[config.mk]
export PLATFORM = sky130hd
export DESIGN_NAME = aatc_ctrl
export DESIGN_NICKNAME = d
export VERILOG_FILES = /design/src/hw/aatc_pkg.sv /design/src/hw/aatc_ctrl.sv
export SDC_FILE = /design/constraint.sdc
export NUM_CORES = 1
export LEC_CHECK = 0
export BUFFER_PORTS_ARGS = -buffer_cell sky130_fd_sc_hd__buf_2
export CAP_MARGIN = 20
export CORE_MARGIN = 4
export CORE_UTILIZATION = 45
export DETAILED_ROUTE_END_ITERATION = 12
export PLACE_DENSITY = 0.73
export SLEW_MARGIN = 10
export SYNTH_ARGS = -nofsm -noshare
export SYNTH_HDL_FRONTEND = slang
export SYNTH_SLANG_ARGS = --single-unit
[constraint.sdc]
create_clock -name clk -period 7.4 [get_ports clk]
set_clock_uncertainty 0.15 [all_clocks]
set_input_delay 0.74 -clock clk [delete_from_list [all_inputs] [get_ports clk]]
set_output_delay 0.74 -clock clk [all_outputs]
set_load 0.1 [all_outputs]
[src/hw/aatc_pkg.sv]
/*
 * constants, offsets, field positions and state type of the conversion
 * sequencing control; assumes a 32-bit AHB-Lite register bus and a 24-entry
 * channel index (0..15 low channels, 16..23 the eight high channels)
 */
package aatc_pkg;
	// channel index space
	localparam int unsigned NCH         = 24;
	localparam int unsigned CH_W        = 5;
	localparam int unsigned HIGH_BASE   = 16;
	localparam int unsigned ADD_GRP     = 8;
	localparam int unsigned TMR_G_NUM   = 4;
	localparam int unsigned CNT_W       = 2;
	localparam int unsigned ADDR_W      = 8;

	// register byte offsets
	localparam logic [7:0]  OFS_ADD_SEL_LO  = 8'h00;
	localparam logic [7:0]  OFS_ADD_SEL_HI  = 8'h04;
	localparam logic [7:0]  OFS_ADD_CNT_A   = 8'h08;
	localparam logic [7:0]  OFS_ADD_CNT_B   = 8'h0C;
	localparam logic [7:0]  OFS_EN_LO       = 8'h10;
	localparam logic [7:0]  OFS_EN_HI       = 8'h14;
	localparam logic [7:0]  OFS_SRC_LO      = 8'h18;
	localparam logic [7:0]  OFS_SRC_HI      = 8'h1C;
	localparam logic [7:0]  OFS_SOFT_LO     = 8'h20;
	localparam logic [7:0]  OFS_SOFT_HI     = 8'h24;
	localparam logic [7:0]  OFS_STATUS      = 8'h28;
	localparam logic [7:0]  OFS_SCAN_CTRL   = 8'h2C;
	localparam logic [7:0]  OFS_SCAN_MASK   = 8'h30;

	// field positions
	localparam int unsigned STAT_SCAN_BIT   = 7;
	localparam int unsigned STAT_INT_BIT    = 6;
	localparam int unsigned SCAN_GO_BIT     = 0;

	// reset values
	localparam logic [7:0]  RST_BYTE        = 8'h00;
	localparam logic [15:0] RST_HALF        = 16'h0000;
	localparam logic [1:0]  RST_CNT         = 2'h0;
	localparam logic [23:0] RST_MASK        = 24'h000000;

	// bus encodings
	localparam logic [1:0]  HTRANS_NONSEQ   = 2'h2;
	localparam logic [31:0] RDATA_ZERO      = 32'h00000000;

	// sequencer states
	typedef enum logic [1:0] {
		AATC_SQ_IDLE,
		AATC_SQ_ISSUE,
		AATC_SQ_WAIT
	} aatc_seq_e;
endpackage : aatc_pkg

[src/hw/aatc_ctrl.sv]
/*
 * addition-mode and interrupt-conversion sequencing for an a/d converter:
 * register file on AHB-Lite, trigger capture, scan with preemption and
 * result summing; assumes a conversion core on the same clock that answers
 * each conv_start pulse with one conv_done pulse and its sample
 */
// Register access over AHB-Lite and the register addresses were chosen for this implementation.
`timescale 1ns/1ps
`default_nettype none

// How it works
// - addition-select bit set: convert channel repeatedly, output the sum
// - addition-select bit clear: convert once, output that single result
// - addition choice applies equally to scan and interrupt conversions
// - addition available only on channels 0-7 and 40-47, two select regs
// - scan finishes all sums of a channel before moving to the next
// - interrupt request during scan halts scan, requested channel first
// - after interrupt conversion scan resumes on the interrupted channel
// - interrupted addition channel restarts from its first conversion
// - two-bit count: 00 one, 01 two, 10 three, 11 four conversions
// - count field ignored for channels without addition-select
// - count register bits 7..2 read zero, only bits 1..0 writable
// - per-channel enable accepts trigger requests when 1, ignores at 0
// - enabled channel is converted whenever its selected request arrives
// - timer group trigger k converts channel 40+k then 44+k
// - source 0 and enable 1: timer trigger edge starts conversion
// - source 1: writing 1 to software trigger bit starts conversion
// - select, count, enable and source registers reset to zero
// - scan-active reads 1 during a scan, 0 when idle
// - scan-active stays 1 through preemption until whole scan ends
// - one pending request per channel, repeats while pending ignored
module aatc_ctrl #(
	parameter int unsigned RES_W = 12
) (
	input  wire logic                         clk,
	input  wire logic                         rst_n,
	// AHB-Lite slave
	input  wire logic                         hsel,
	input  wire logic [31:0]                  haddr,
	input  wire logic [1:0]                   htrans,
	input  wire logic                         hwrite,
	input  wire logic [2:0]                   hsize,
	input  wire logic [31:0]                  hwdata,
	input  wire logic                         hready,
	output logic                              hreadyout,
	output logic                              hresp,
	output logic [31:0]                       hrdata,
	// timer triggers, asynchronous to clk
	input  wire logic [aatc_pkg::HIGH_BASE-1:0] tmr_d_trig,
	input  wire logic [aatc_pkg::TMR_G_NUM-1:0] tmr_g_trig,
	// conversion core
	output logic                              conv_start,
	output logic [aatc_pkg::CH_W-1:0]         conv_ch,
	input  wire logic                         conv_done,
	input  wire logic [RES_W-1:0]             conv_data,
	// result write toward the data registers
	output logic                              res_valid,
	output logic [aatc_pkg::CH_W-1:0]         res_ch,
	output logic                              res_is_int,
	output logic [RES_W+1:0]                  res_sum,
	// status
	output logic                              scan_active,
	output logic                              intconv_active
);
	import aatc_pkg::*;

	localparam int unsigned SUM_W = RES_W + 2; // four samples fit

	// refuse widths the sum path cannot carry
	generate
		if (RES_W < 1 || RES_W > 30)
		begin : g_bad_width
			$error("aatc_ctrl: RES_W must be 1..30");
		end
	endgenerate

	// lowest set bit at or above start, msb of result is the found flag
	function automatic logic [CH_W:0] find_next(input logic [NCH-1:0] m,
			input logic [CH_W-1:0] start);
		logic [CH_W:0] r;
		r = '0;
		for (int i = NCH - 1; i >= 0; i--)
		begin
			if (m[i] && (i >= int'(start)))
			begin
				r = {1'b1, CH_W'(i)};
			end
		end
		return r;
	endfunction : find_next

	// configuration registers
	logic [7:0]          add_sel_lo_reg;
	logic [7:0]          add_sel_hi_reg;
	logic [CNT_W-1:0]    add_cnt_a_reg;
	logic [CNT_W-1:0]    add_cnt_b_reg;
	logic [15:0]         en_lo_reg;
	logic [7:0]          en_hi_reg;
	logic [15:0]         src_lo_reg;
	logic [7:0]          src_hi_reg;
	logic [NCH-1:0]      scan_mask_reg;

	// bus data-phase state
	logic                dph_wr_reg;
	logic [ADDR_W-1:0]   dph_addr_reg;
	logic                wr_en;
	logic                soft_lo_wr;
	logic                soft_hi_wr;
	logic                scan_go;

	// trigger capture
	logic [HIGH_BASE+TMR_G_NUM-1:0] trg_s1_reg;
	logic [HIGH_BASE+TMR_G_NUM-1:0] trg_s2_reg;
	logic [HIGH_BASE+TMR_G_NUM-1:0] trg_s3_reg;
	logic [HIGH_BASE+TMR_G_NUM-1:0] trg_lvl_reg;
	logic [HIGH_BASE+TMR_G_NUM-1:0] trg_rise;

	// per-channel request handling
	logic [NCH-1:0]      en_all;
	logic [NCH-1:0]      src_all;
	logic [NCH-1:0]      add_all;
	logic [NCH-1:0]      soft_evt;
	logic [NCH-1:0]      tmr_evt;
	logic [NCH-1:0]      pend_reg;
	logic [NCH-1:0]      pend_clr;

	// sequencer
	aatc_seq_e           state_reg;
	logic [CH_W-1:0]     cur_ch_reg;
	logic                cur_int_reg;
	logic [CNT_W-1:0]    pass_reg;
	logic [SUM_W-1:0]    acc_reg;
	logic [CH_W-1:0]     scan_idx_reg;
	logic [CH_W:0]       int_pick;
	logic [CH_W:0]       scan_first;
	logic [CH_W:0]       scan_after;
	logic [CNT_W-1:0]    pass_need;
	logic [SUM_W-1:0]    sum_now;

	assign en_all  = {en_hi_reg, en_lo_reg};
	assign src_all = {src_hi_reg, src_lo_reg};
	assign add_all = {add_sel_hi_reg, 8'h00, add_sel_lo_reg};

	// bus write strobes, taken in the data phase
	assign wr_en      = dph_wr_reg;
	assign soft_lo_wr = wr_en && (dph_addr_reg == OFS_SOFT_LO);
	assign soft_hi_wr = wr_en && (dph_addr_reg == OFS_SOFT_HI);
	assign scan_go    = wr_en && (dph_addr_reg == OFS_SCAN_CTRL) && hwdata[SCAN_GO_BIT];

	// address phase capture and read data, zero wait states
	always_ff @(posedge clk or negedge rst_n)
	begin
		if (!rst_n)
		begin
			dph_wr_reg   <= 1'b0;
			dph_addr_reg <= '0;
			hrdata       <= RDATA_ZERO;
			hreadyout    <= 1'b0;
			hresp        <= 1'b0;
		end
		else
		begin
			hreadyout <= 1'b1;
			hresp     <= 1'b0; // always OKAY
			dph_wr_reg <= hsel && hready && (htrans == HTRANS_NONSEQ) && hwrite;
			dph_addr_reg <= haddr[ADDR_W-1:0];
			if (hsel && hready && (htrans == HTRANS_NONSEQ) && !hwrite)
			begin
				case (haddr[ADDR_W-1:0])
					OFS_ADD_SEL_LO: hrdata <= {24'h000000, add_sel_lo_reg};
					OFS_ADD_SEL_HI: hrdata <= {24'h000000, add_sel_hi_reg};
					OFS_ADD_CNT_A:  hrdata <= {30'h00000000, add_cnt_a_reg};
					OFS_ADD_CNT_B:  hrdata <= {30'h00000000, add_cnt_b_reg};
					OFS_EN_LO:      hrdata <= {16'h0000, en_lo_reg};
					OFS_EN_HI:      hrdata <= {24'h000000, en_hi_reg};
					OFS_SRC_LO:     hrdata <= {16'h0000, src_lo_reg};
					OFS_SRC_HI:     hrdata <= {24'h000000, src_hi_reg};
					OFS_STATUS:     hrdata <= {24'h000000, scan_active, intconv_active, 6'h00};
					OFS_SCAN_MASK:  hrdata <= {8'h00, scan_mask_reg};
					default:        hrdata <= RDATA_ZERO; // soft triggers, scan control and unmapped
				endcase
			end
			else
			begin
				hrdata <= RDATA_ZERO;
			end
		end
	end

	// configuration register writes
	always_ff @(posedge clk or negedge rst_n)
	begin
		if (!rst_n)
		begin
			add_sel_lo_reg <= RST_BYTE;
			add_sel_hi_reg <= RST_BYTE;
			add_cnt_a_reg  <= RST_CNT;
			add_cnt_b_reg  <= RST_CNT;
			en_lo_reg      <= RST_HALF;
			en_hi_reg      <= RST_BYTE;
			src_lo_reg     <= RST_HALF;
			src_hi_reg     <= RST_BYTE;
			scan_mask_reg  <= RST_MASK;
		end
		else if (wr_en)
		begin
			case (dph_addr_reg)
				OFS_ADD_SEL_LO: add_sel_lo_reg <= hwdata[7:0];
				OFS_ADD_SEL_HI: add_sel_hi_reg <= hwdata[7:0];
				OFS_ADD_CNT_A:  add_cnt_a_reg  <= hwdata[CNT_W-1:0];
				OFS_ADD_CNT_B:  add_cnt_b_reg  <= hwdata[CNT_W-1:0];
				OFS_EN_LO:      en_lo_reg      <= hwdata[15:0];
				OFS_EN_HI:      en_hi_reg      <= hwdata[7:0];
				OFS_SRC_LO:     src_lo_reg     <= hwdata[15:0];
				OFS_SRC_HI:     src_hi_reg     <= hwdata[7:0];
				OFS_SCAN_MASK:  scan_mask_reg  <= hwdata[NCH-1:0];
				default:        ;
			endcase
		end
	end

	// three-stage capture of timer triggers; level moves once stages 2 and 3 agree
	always_ff @(posedge clk or negedge rst_n)
	begin
		if (!rst_n)
		begin
			trg_s1_reg  <= '0;
			trg_s2_reg  <= '0;
			trg_s3_reg  <= '0;
			trg_lvl_reg <= '0;
		end
		else
		begin
			trg_s1_reg <= {tmr_g_trig, tmr_d_trig};
			trg_s2_reg <= trg_s1_reg;
			trg_s3_reg <= trg_s2_reg;
			for (int i = 0; i < HIGH_BASE + TMR_G_NUM; i++)
			begin
				if (trg_s2_reg[i] == trg_s3_reg[i])
				begin
					trg_lvl_reg[i] <= trg_s3_reg[i];
				end
			end
		end
	end

	// one rising edge event per settled low-to-high change
	assign trg_rise = trg_s2_reg & trg_s3_reg & ~trg_lvl_reg;

	// per-channel request sources and pending flags
	genvar gc;
	generate
		for (gc = 0; gc < NCH; gc++)
		begin : g_ch
			if (gc < HIGH_BASE)
			begin : g_lo
				assign tmr_evt[gc]  = trg_rise[gc];
				assign soft_evt[gc] = soft_lo_wr && hwdata[gc];
			end
			else
			begin : g_hi
				// group trigger k feeds both 40+k and 44+k
				assign tmr_evt[gc]  = trg_rise[HIGH_BASE + ((gc - HIGH_BASE) % TMR_G_NUM)];
				assign soft_evt[gc] = soft_hi_wr && hwdata[gc - HIGH_BASE];
			end

			// set wins over the completion clear; a repeat while pending merges
			always_ff @(posedge clk or negedge rst_n)
			begin
				if (!rst_n)
				begin
					pend_reg[gc] <= 1'b0;
				end
				else if (en_all[gc] && (src_all[gc] ? soft_evt[gc] : tmr_evt[gc]))
				begin
					pend_reg[gc] <= 1'b1;
				end
				else if (pend_clr[gc])
				begin
					pend_reg[gc] <= 1'b0;
				end
			end
		end
	endgenerate

	// lowest pending channel is served first, so 40+k runs before 44+k
	assign int_pick   = find_next(pend_reg, '0);
	assign scan_first = find_next(scan_mask_reg, '0);
	assign scan_after = (scan_idx_reg == CH_W'(NCH - 1)) ? '0 :
		find_next(scan_mask_reg, scan_idx_reg + 1'b1);

	// conversions for the current channel, less one
	assign pass_need = add_all[cur_ch_reg] ?
		((cur_ch_reg >= CH_W'(HIGH_BASE)) ? add_cnt_b_reg : add_cnt_a_reg) : '0;
	assign sum_now = acc_reg + SUM_W'(conv_data);

	// clear a channel's pending flag when its interrupt conversion completes
	always_comb
	begin
		pend_clr = '0;
		if ((state_reg == AATC_SQ_WAIT) && conv_done && cur_int_reg && (pass_reg == pass_need))
		begin
			pend_clr[cur_ch_reg] = 1'b1;
		end
	end

	// conversion sequencer with scan walk and preemption
	always_ff @(posedge clk or negedge rst_n)
	begin
		if (!rst_n)
		begin
			state_reg    <= AATC_SQ_IDLE;
			cur_ch_reg   <= '0;
			cur_int_reg  <= 1'b0;
			pass_reg     <= '0;
			acc_reg      <= '0;
			scan_idx_reg <= '0;
			scan_active  <= 1'b0;
			conv_start   <= 1'b0;
			conv_ch      <= '0;
			res_valid    <= 1'b0;
			res_ch       <= '0;
			res_is_int   <= 1'b0;
			res_sum      <= '0;
		end
		else
		begin
			conv_start <= 1'b0;
			res_valid  <= 1'b0;
			if (scan_go && !scan_active && scan_first[CH_W])
			begin
				scan_active  <= 1'b1;
				scan_idx_reg <= scan_first[CH_W-1:0];
			end
			case (state_reg)
				AATC_SQ_IDLE:
				begin
					pass_reg <= '0;
					acc_reg  <= '0;
					if (int_pick[CH_W])
					begin
						cur_ch_reg  <= int_pick[CH_W-1:0];
						cur_int_reg <= 1'b1;
						state_reg   <= AATC_SQ_ISSUE;
					end
					else if (scan_active)
					begin
						cur_ch_reg  <= scan_idx_reg;
						cur_int_reg <= 1'b0;
						state_reg   <= AATC_SQ_ISSUE;
					end
				end
				AATC_SQ_ISSUE:
				begin
					conv_start <= 1'b1;
					conv_ch    <= cur_ch_reg;
					state_reg  <= AATC_SQ_WAIT;
				end
				AATC_SQ_WAIT:
				begin
					if (conv_done)
					begin
						if (!cur_int_reg && int_pick[CH_W])
						begin
							// drop partial sum; scan index stays put
							state_reg <= AATC_SQ_IDLE;
						end
						else if (pass_reg != pass_need)
						begin
							acc_reg   <= sum_now;
							pass_reg  <= pass_reg + 1'b1;
							state_reg <= AATC_SQ_ISSUE;
						end
						else
						begin
							res_valid  <= 1'b1;
							res_ch     <= cur_ch_reg;
							res_is_int <= cur_int_reg;
							res_sum    <= sum_now;
							state_reg  <= AATC_SQ_IDLE;
							if (!cur_int_reg)
							begin
								if (scan_after[CH_W])
								begin
									scan_idx_reg <= scan_after[CH_W-1:0];
								end
								else
								begin
									scan_active <= 1'b0;
								end
							end
						end
					end
				end
				default:
				begin
					state_reg <= AATC_SQ_IDLE;
				end
			endcase
		end
	end

	// interrupt-conversion status: any request pending or one in progress
	always_ff @(posedge clk or negedge rst_n)
	begin
		if (!rst_n)
		begin
			intconv_active <= 1'b0;
		end
		else
		begin
			intconv_active <= (|pend_reg) || ((state_reg != AATC_SQ_IDLE) && cur_int_reg);
		end
	end
endmodule : aatc_ctrl

`default_nettype wire

### After elaboration in Yosys (flattened, before gate mapping)

Cells that the tools add are included.

* $add $sub $neg: 3
* multipliers: 0
* divide/modulo/power cells: 0
* order comparisons: 27
* equality and inequality tests: 50
* shift operators: 0
* muxes and demuxes: 191
* bitwise gates (word level): 5
* reductions and logical operators: 136

Operators with widths (count)
* 6-bit 2-to-1 mux: 73
* 24-bit case mux with 10 select lines: 1
* 1-bit 2-to-1 mux: 90
* 1-bit logical AND: 88
* 8-bit by 5-bit equality test with 1-bit output, second input constant: 8
* 2-bit nonzero test: 27
* 8-bit by 6-bit equality test with 1-bit output, second input constant: 6
* 24-bit 2-to-1 mux: 2
* 5-bit 2-to-1 mux: 9
* 14-bit 2-to-1 mux: 3
* 20-bit bitwise AND: 2
* 4-bit by 5-bit greater-or-equal comparator with 1-bit output, first input constant: 8
* 5-bit greater-or-equal comparator, first input constant: 8
* 8-bit by 4-bit equality test with 1-bit output, second input constant: 4
* 14-bit case mux with 2 select lines: 1
* 24-bit OR reduction: 1
* 2-bit AND reduction: 11
* 1-bit equality test: 20
* 3-bit by 5-bit greater-or-equal comparator with 1-bit output, first input constant: 4
* 20-bit NOT: 1
* 8-bit by 3-bit equality test with 1-bit output, second input constant: 2
* 8-bit logical NOT: 2
* 2-bit 2-to-1 mux: 8
* 14-bit by 12-bit adder with 14-bit output: 1
* other kinds (24): 32

* register bits: 296
* latch bits: 0
* RAM bits: 0
* bits in read-only memories: 0
* input bits: 107
* memories kept: 0

### Logic depth before layout (Yosys ltp)

* depth after elaboration: 34
* mapped depth: 14

### Worst setup path after synthesis

OpenSTA, ideal clock, no wires.

* path type: register to register
* start point: register scan_idx_reg[0]
* end point: register scan_idx_reg[2]
* arrival: 2.861 ns
* setup slack: 4.265 ns
* cell stages (with the launch flop): 15
* buffers on the path: 4
* period minus slack after synthesis: 3.135 ns
* path through: dfrtp_1 buf_2 inv_1 ha_1 clkbuf_1 or3_1 clkbuf_1 o21ai_0 a21oi_1 a221oi_2 nand4_1 o211a_1 buf_6 a211oi_2 a21oi_1

* longest elaborated chain between the ends: 34
* elaborated cells on any way between the ends: 81
* classes of those cells: add/sub (1); order compare (24); eq/ne (1); mux (31); reduce/logical (24)

RTL lines
* start: declaration: RTL line aatc_ctrl.sv:133 `logic [CH_W-1:0] scan_idx_reg;`
* start signal: assignment: RTL line aatc_ctrl.sv:333 `scan_idx_reg <= scan_first[CH_W-1:0];`
* start signal: assignment: RTL line aatc_ctrl.sv:385 `scan_idx_reg <= scan_after[CH_W-1:0];`
* 5-bit by 1-bit adder with 5-bit output: RTL line aatc_ctrl.sv:290 `find_next(scan_mask_reg, scan_idx_reg + 1'b1);`
* 5-bit greater-or-equal comparator: RTL line aatc_ctrl.sv:84 `if (m[i] && (i >= int'(start)))`
* 1-bit logical AND: RTL line aatc_ctrl.sv:84
* 6-bit 2-to-1 mux (24 in series): RTL line aatc_ctrl.sv:84
* 6-bit 2-to-1 mux (*): RTL line aatc_ctrl.sv:289 `assign scan_after = (scan_idx_reg == CH_W'(NCH - 1)) ? '0 :`
* 5-bit 2-to-1 mux (*): RTL line aatc_ctrl.sv:383 `if (scan_after[CH_W])`
* 5-bit 2-to-1 mux (*): RTL line aatc_ctrl.sv:381 `if (!cur_int_reg)`
* 5-bit 2-to-1 mux (*): RTL line aatc_ctrl.sv:368 `else if (pass_reg != pass_need)`
* 5-bit 2-to-1 mux (*): RTL line aatc_ctrl.sv:363 `if (!cur_int_reg && int_pick[CH_W])`
* 5-bit 2-to-1 mux (*): RTL line aatc_ctrl.sv:361 `if (conv_done)`
* 5-bit 2-to-1 mux (*): RTL line aatc_ctrl.sv:335 `case (state_reg)`

Mark *: on every way between the ends. The rest lies on a longest branch, timed or not.
A chain may end at the register's enable or synchronous reset.

### Final worst setup path

Ends and elaborated chain as after synthesis.

==> impl_results.md <==
- Rows: 62
- Multi-input logic area: 0.00585 mm2
- Total leakage power: 6.86 nW
- Post-synthesis average cell area: 11.5 um2
- Vias in the first global route: 10000
- Hold_ws: 0.107 ns
- Outcome: finished clean
- Yosys cell types: 73
- Skew-Pair Late Insertion Delay: 0.56 ns
- Worst setup path endpoint: scan_idx_reg[2]$_DFF_PN0_
- Post-cts sizing count: 0
- Count leader, synth: dfrtp_1
- N_diodes: 0
- CP max FO: 13
- P per Cell Area: 287 mW/mm2
- Final setup fails: 0
- Setup slack after layout: 3.43 ns
- Max-slew headroom: 0.283
- CP Class: register to register
- Wire per inst: 19.6 um
- Hold Crit Class: primary input to asynchronous set/reset pin
- Chip Width: 181 um
- Ys async rst share: 1.00
- Clock Root Buffer: clkbuf_16
- Top cell family by delay on the critical path: compound AO/OA/AOI/OAI gates
- Max clock buf depth: 3
- Crit path cell chain: ha_1 > nand3_1 > xnor2_1 > o221ai_1 > a311oi_1 > nand4_1 > o211a_1 > a211oi_2 > a21oi_1
- Reg2reg setup slack: 3.43 ns
- Crit path launch: scan_idx_reg[0]$_DFF_PN0_
- Final Util: 0.531
- Worst R2R End: scan_idx_reg[2]$_DFF_PN0_
- Max VDD drop: 174 uV
- Worst-Margin Slew: 1.07 ns
- DRT iter0 DRCs: 918
- Sinks on the clock net: 288
- Placement Setup Slack: 3.50 ns
- First-pass GRT wire length: 53900 um
- Fmax: 252 MHz
- Crit share post-route: 0.537
- Hold Violations, Final: 0
- CTS tree: done
- Initial Util: 0.462
- Crit-path slowest cell: dfrtp_1
- Synth cell count leaders: 288 x dfrtp_1, 134 x mux2_2, 75 x nor2_1
- Pin count of the biggest net entering global routing: 121
- CP arrival: 4.25 ns
- Final WL: 33300 um
- DIE AREA: 0.0327 mm2
- Reg2reg path depth: 9
- GRT overflow: 0
- Gr usage total: 0.200
- Crit. End Element: register
- Area leader, netlist: dfrtp_1
- CP Depth: 9
- Final min period: 3.97 ns
- Initial antenna violation count: 2
- Mapped Cells: 1164
- DIE HEIGHT: 181 um
- Critical R2R Launch: scan_idx_reg[0]$_DFF_PN0_
- Remaining antenna violation count: 0
- Placer congestion estimate: 0.910
- Top post-synthesis cells by area: dfrtp_1 54%, mux2_2 11%, ha_1 3.4%
- Post-route DRC: 0
- Share of cells above drive strength 1: 0.260
- # nets final: 1429
- Synthesized cell area: 0.0134 mm2
- CTS Buf Count: 31
- Final TNS setup: 0 ns
- Worst path max stage delay: 0.68 ns
- Number of detailed-route iterations in the first pass: 8
- H-Tree Depth: 1
- Post-CTS setup repair buffer count: 0
- Buffers on Ports: 125
- Max-slew violations: 0
- Sequential area share after synthesis: 0.536
- Hold-fix buffers, CTS: 0
- Fill cell count: 2558
- Io pins: 170
- P&R area growth vs syn: 15.1%
- Clock-pin slew on the worst setup and hold paths: 0.06 ns
- Required @ worst endpoint: 7.68 ns
- Post-DP HPWL: 23800 um
- WP buf/inv: 0
- Final total power: 4.43 mW
- Unrepaired setup endpoints after global routing: no
- Top_reg_cell synth: dfrtp_1
- EDFF count, synth: 0
- Synth warn: 0
- Share of the synthesized area in the top cell type: 0.536
- FF+latch count, synth: 288
- Max Cap Viol: 0
- Drt via density: 5.85
- Routed via count: 9917
- CP Launch Type: register
- FF+latch area: 0.00721 mm2
- Core ar.: 0.0291 mm2
[report_power, final]
group / switching, mW / total, mW / internal (mW)
clock: 0.635 / 1.56 / 0.925
sequential: 0.176 / 1.91 / 1.74
combinational: 0.713 / 0.959 / 0.246
total: 1.52 / 4.43 / 2.91
[stage by stage]
step                cells  area, um2
floorplan            1172      13500
global placement     1631      14400
CTS                  1691      15400
global route         1694      15500
finish               1694      15500
detailed placement   1633      14400
[area by class of cell]
| class | instances | share of cell area |
|---|---|---|
| Clock buffer | 43 | 0.0583 |
| Clock inverter | 15 | 0.0103 |
| Inverter | 31 | 0.00753 |
| Multi-Input combinational cell | 795 | 0.378 |
| Sequential cell | 288 | 0.466 |
| Tap cell | 384 | 0.0311 |
| Timing Repair Buffer | 138 | 0.0486 |
[how the worst min path moves through the flow]
stage / endpoint / slack [ns]
final: hreadyout$_DFF_PN0_ / 0.11
after global routing: trg_s1_reg[10]$_DFF_PN0_ / 0.11
after CTS: trg_s1_reg[10]$_DFF_PN0_ / 0.11
after detailed placement: trg_s2_reg[16]$_DFF_PN0_ / 0.18
after global placement: trg_s2_reg[4]$_DFF_PN0_ / 0.18
after floorplan: trg_s2_reg[0]$_DFF_PN0_ / 0.18
[per-layer routing]
metal	track usage	routed length, um
met5	0	13
met4	0.0723	1170
met3	0.0312	2310
met2	0.326	15700
met1	0.274	14100
[cell families after synthesis]
kind of cell	Yosys count	synth area share
buffers and inverters	89	0.0309
DFF	288	0.536
xor gates and xnor gates	19	0.0124
other	2	0.000559
AOI/OAI and AO/OA	259	0.136
and+or+nand+nor	322	0.122
adders and majority gates	37	0.0350
muxes	148	0.126
[cells in the final DEF, fill, tap and decap left out, types with 8 or more instances in the layout]
cell type | netlist | layout
nor4_1 | 12 | 12
buf_4 | 11 | 8
a21oi_1 | 41 | 41
clkbuf_16 | 0 | 31
nand3_1 | 53 | 53
conb_1 | 2 | 10
mux2_2 | 134 | 134
mux2i_1 | 10 | 10
o31ai_1 | 11 | 11
a22oi_1 | 10 | 10
buf_2 | 7 | 124
a222oi_1 | 20 | 20
nand2b_1 | 28 | 28
clkbuf_8 | 0 | 8
inv_1 | 31 | 31
nand2_1 | 67 | 67
ha_1 | 36 | 36
a211oi_1 | 9 | 9
and2_1 | 11 | 11
nand4_1 | 10 | 10
nor3b_1 | 9 | 9
and3_1 | 9 | 9
a22o_1 | 36 | 36
xnor2_1 | 13 | 13
nor3_1 | 19 | 19
nor2_1 | 75 | 74
a31oi_1 | 12 | 12
o21ai_0 | 64 | 64
dfrtp_1 | 288 | 288
[worst register-to-register path: stages, from the launching register on]
cell and delay, ns:
dfrtp_1 0.68, ha_1 0.48, nand3_1 0.25, xnor2_1 0.66
o221ai_1 0.28, a311oi_1 0.46, nand4_1 0.25, o211a_1 0.38
a211oi_2 0.20, a21oi_1 0.06
Power figures use the tool's default switching activity.
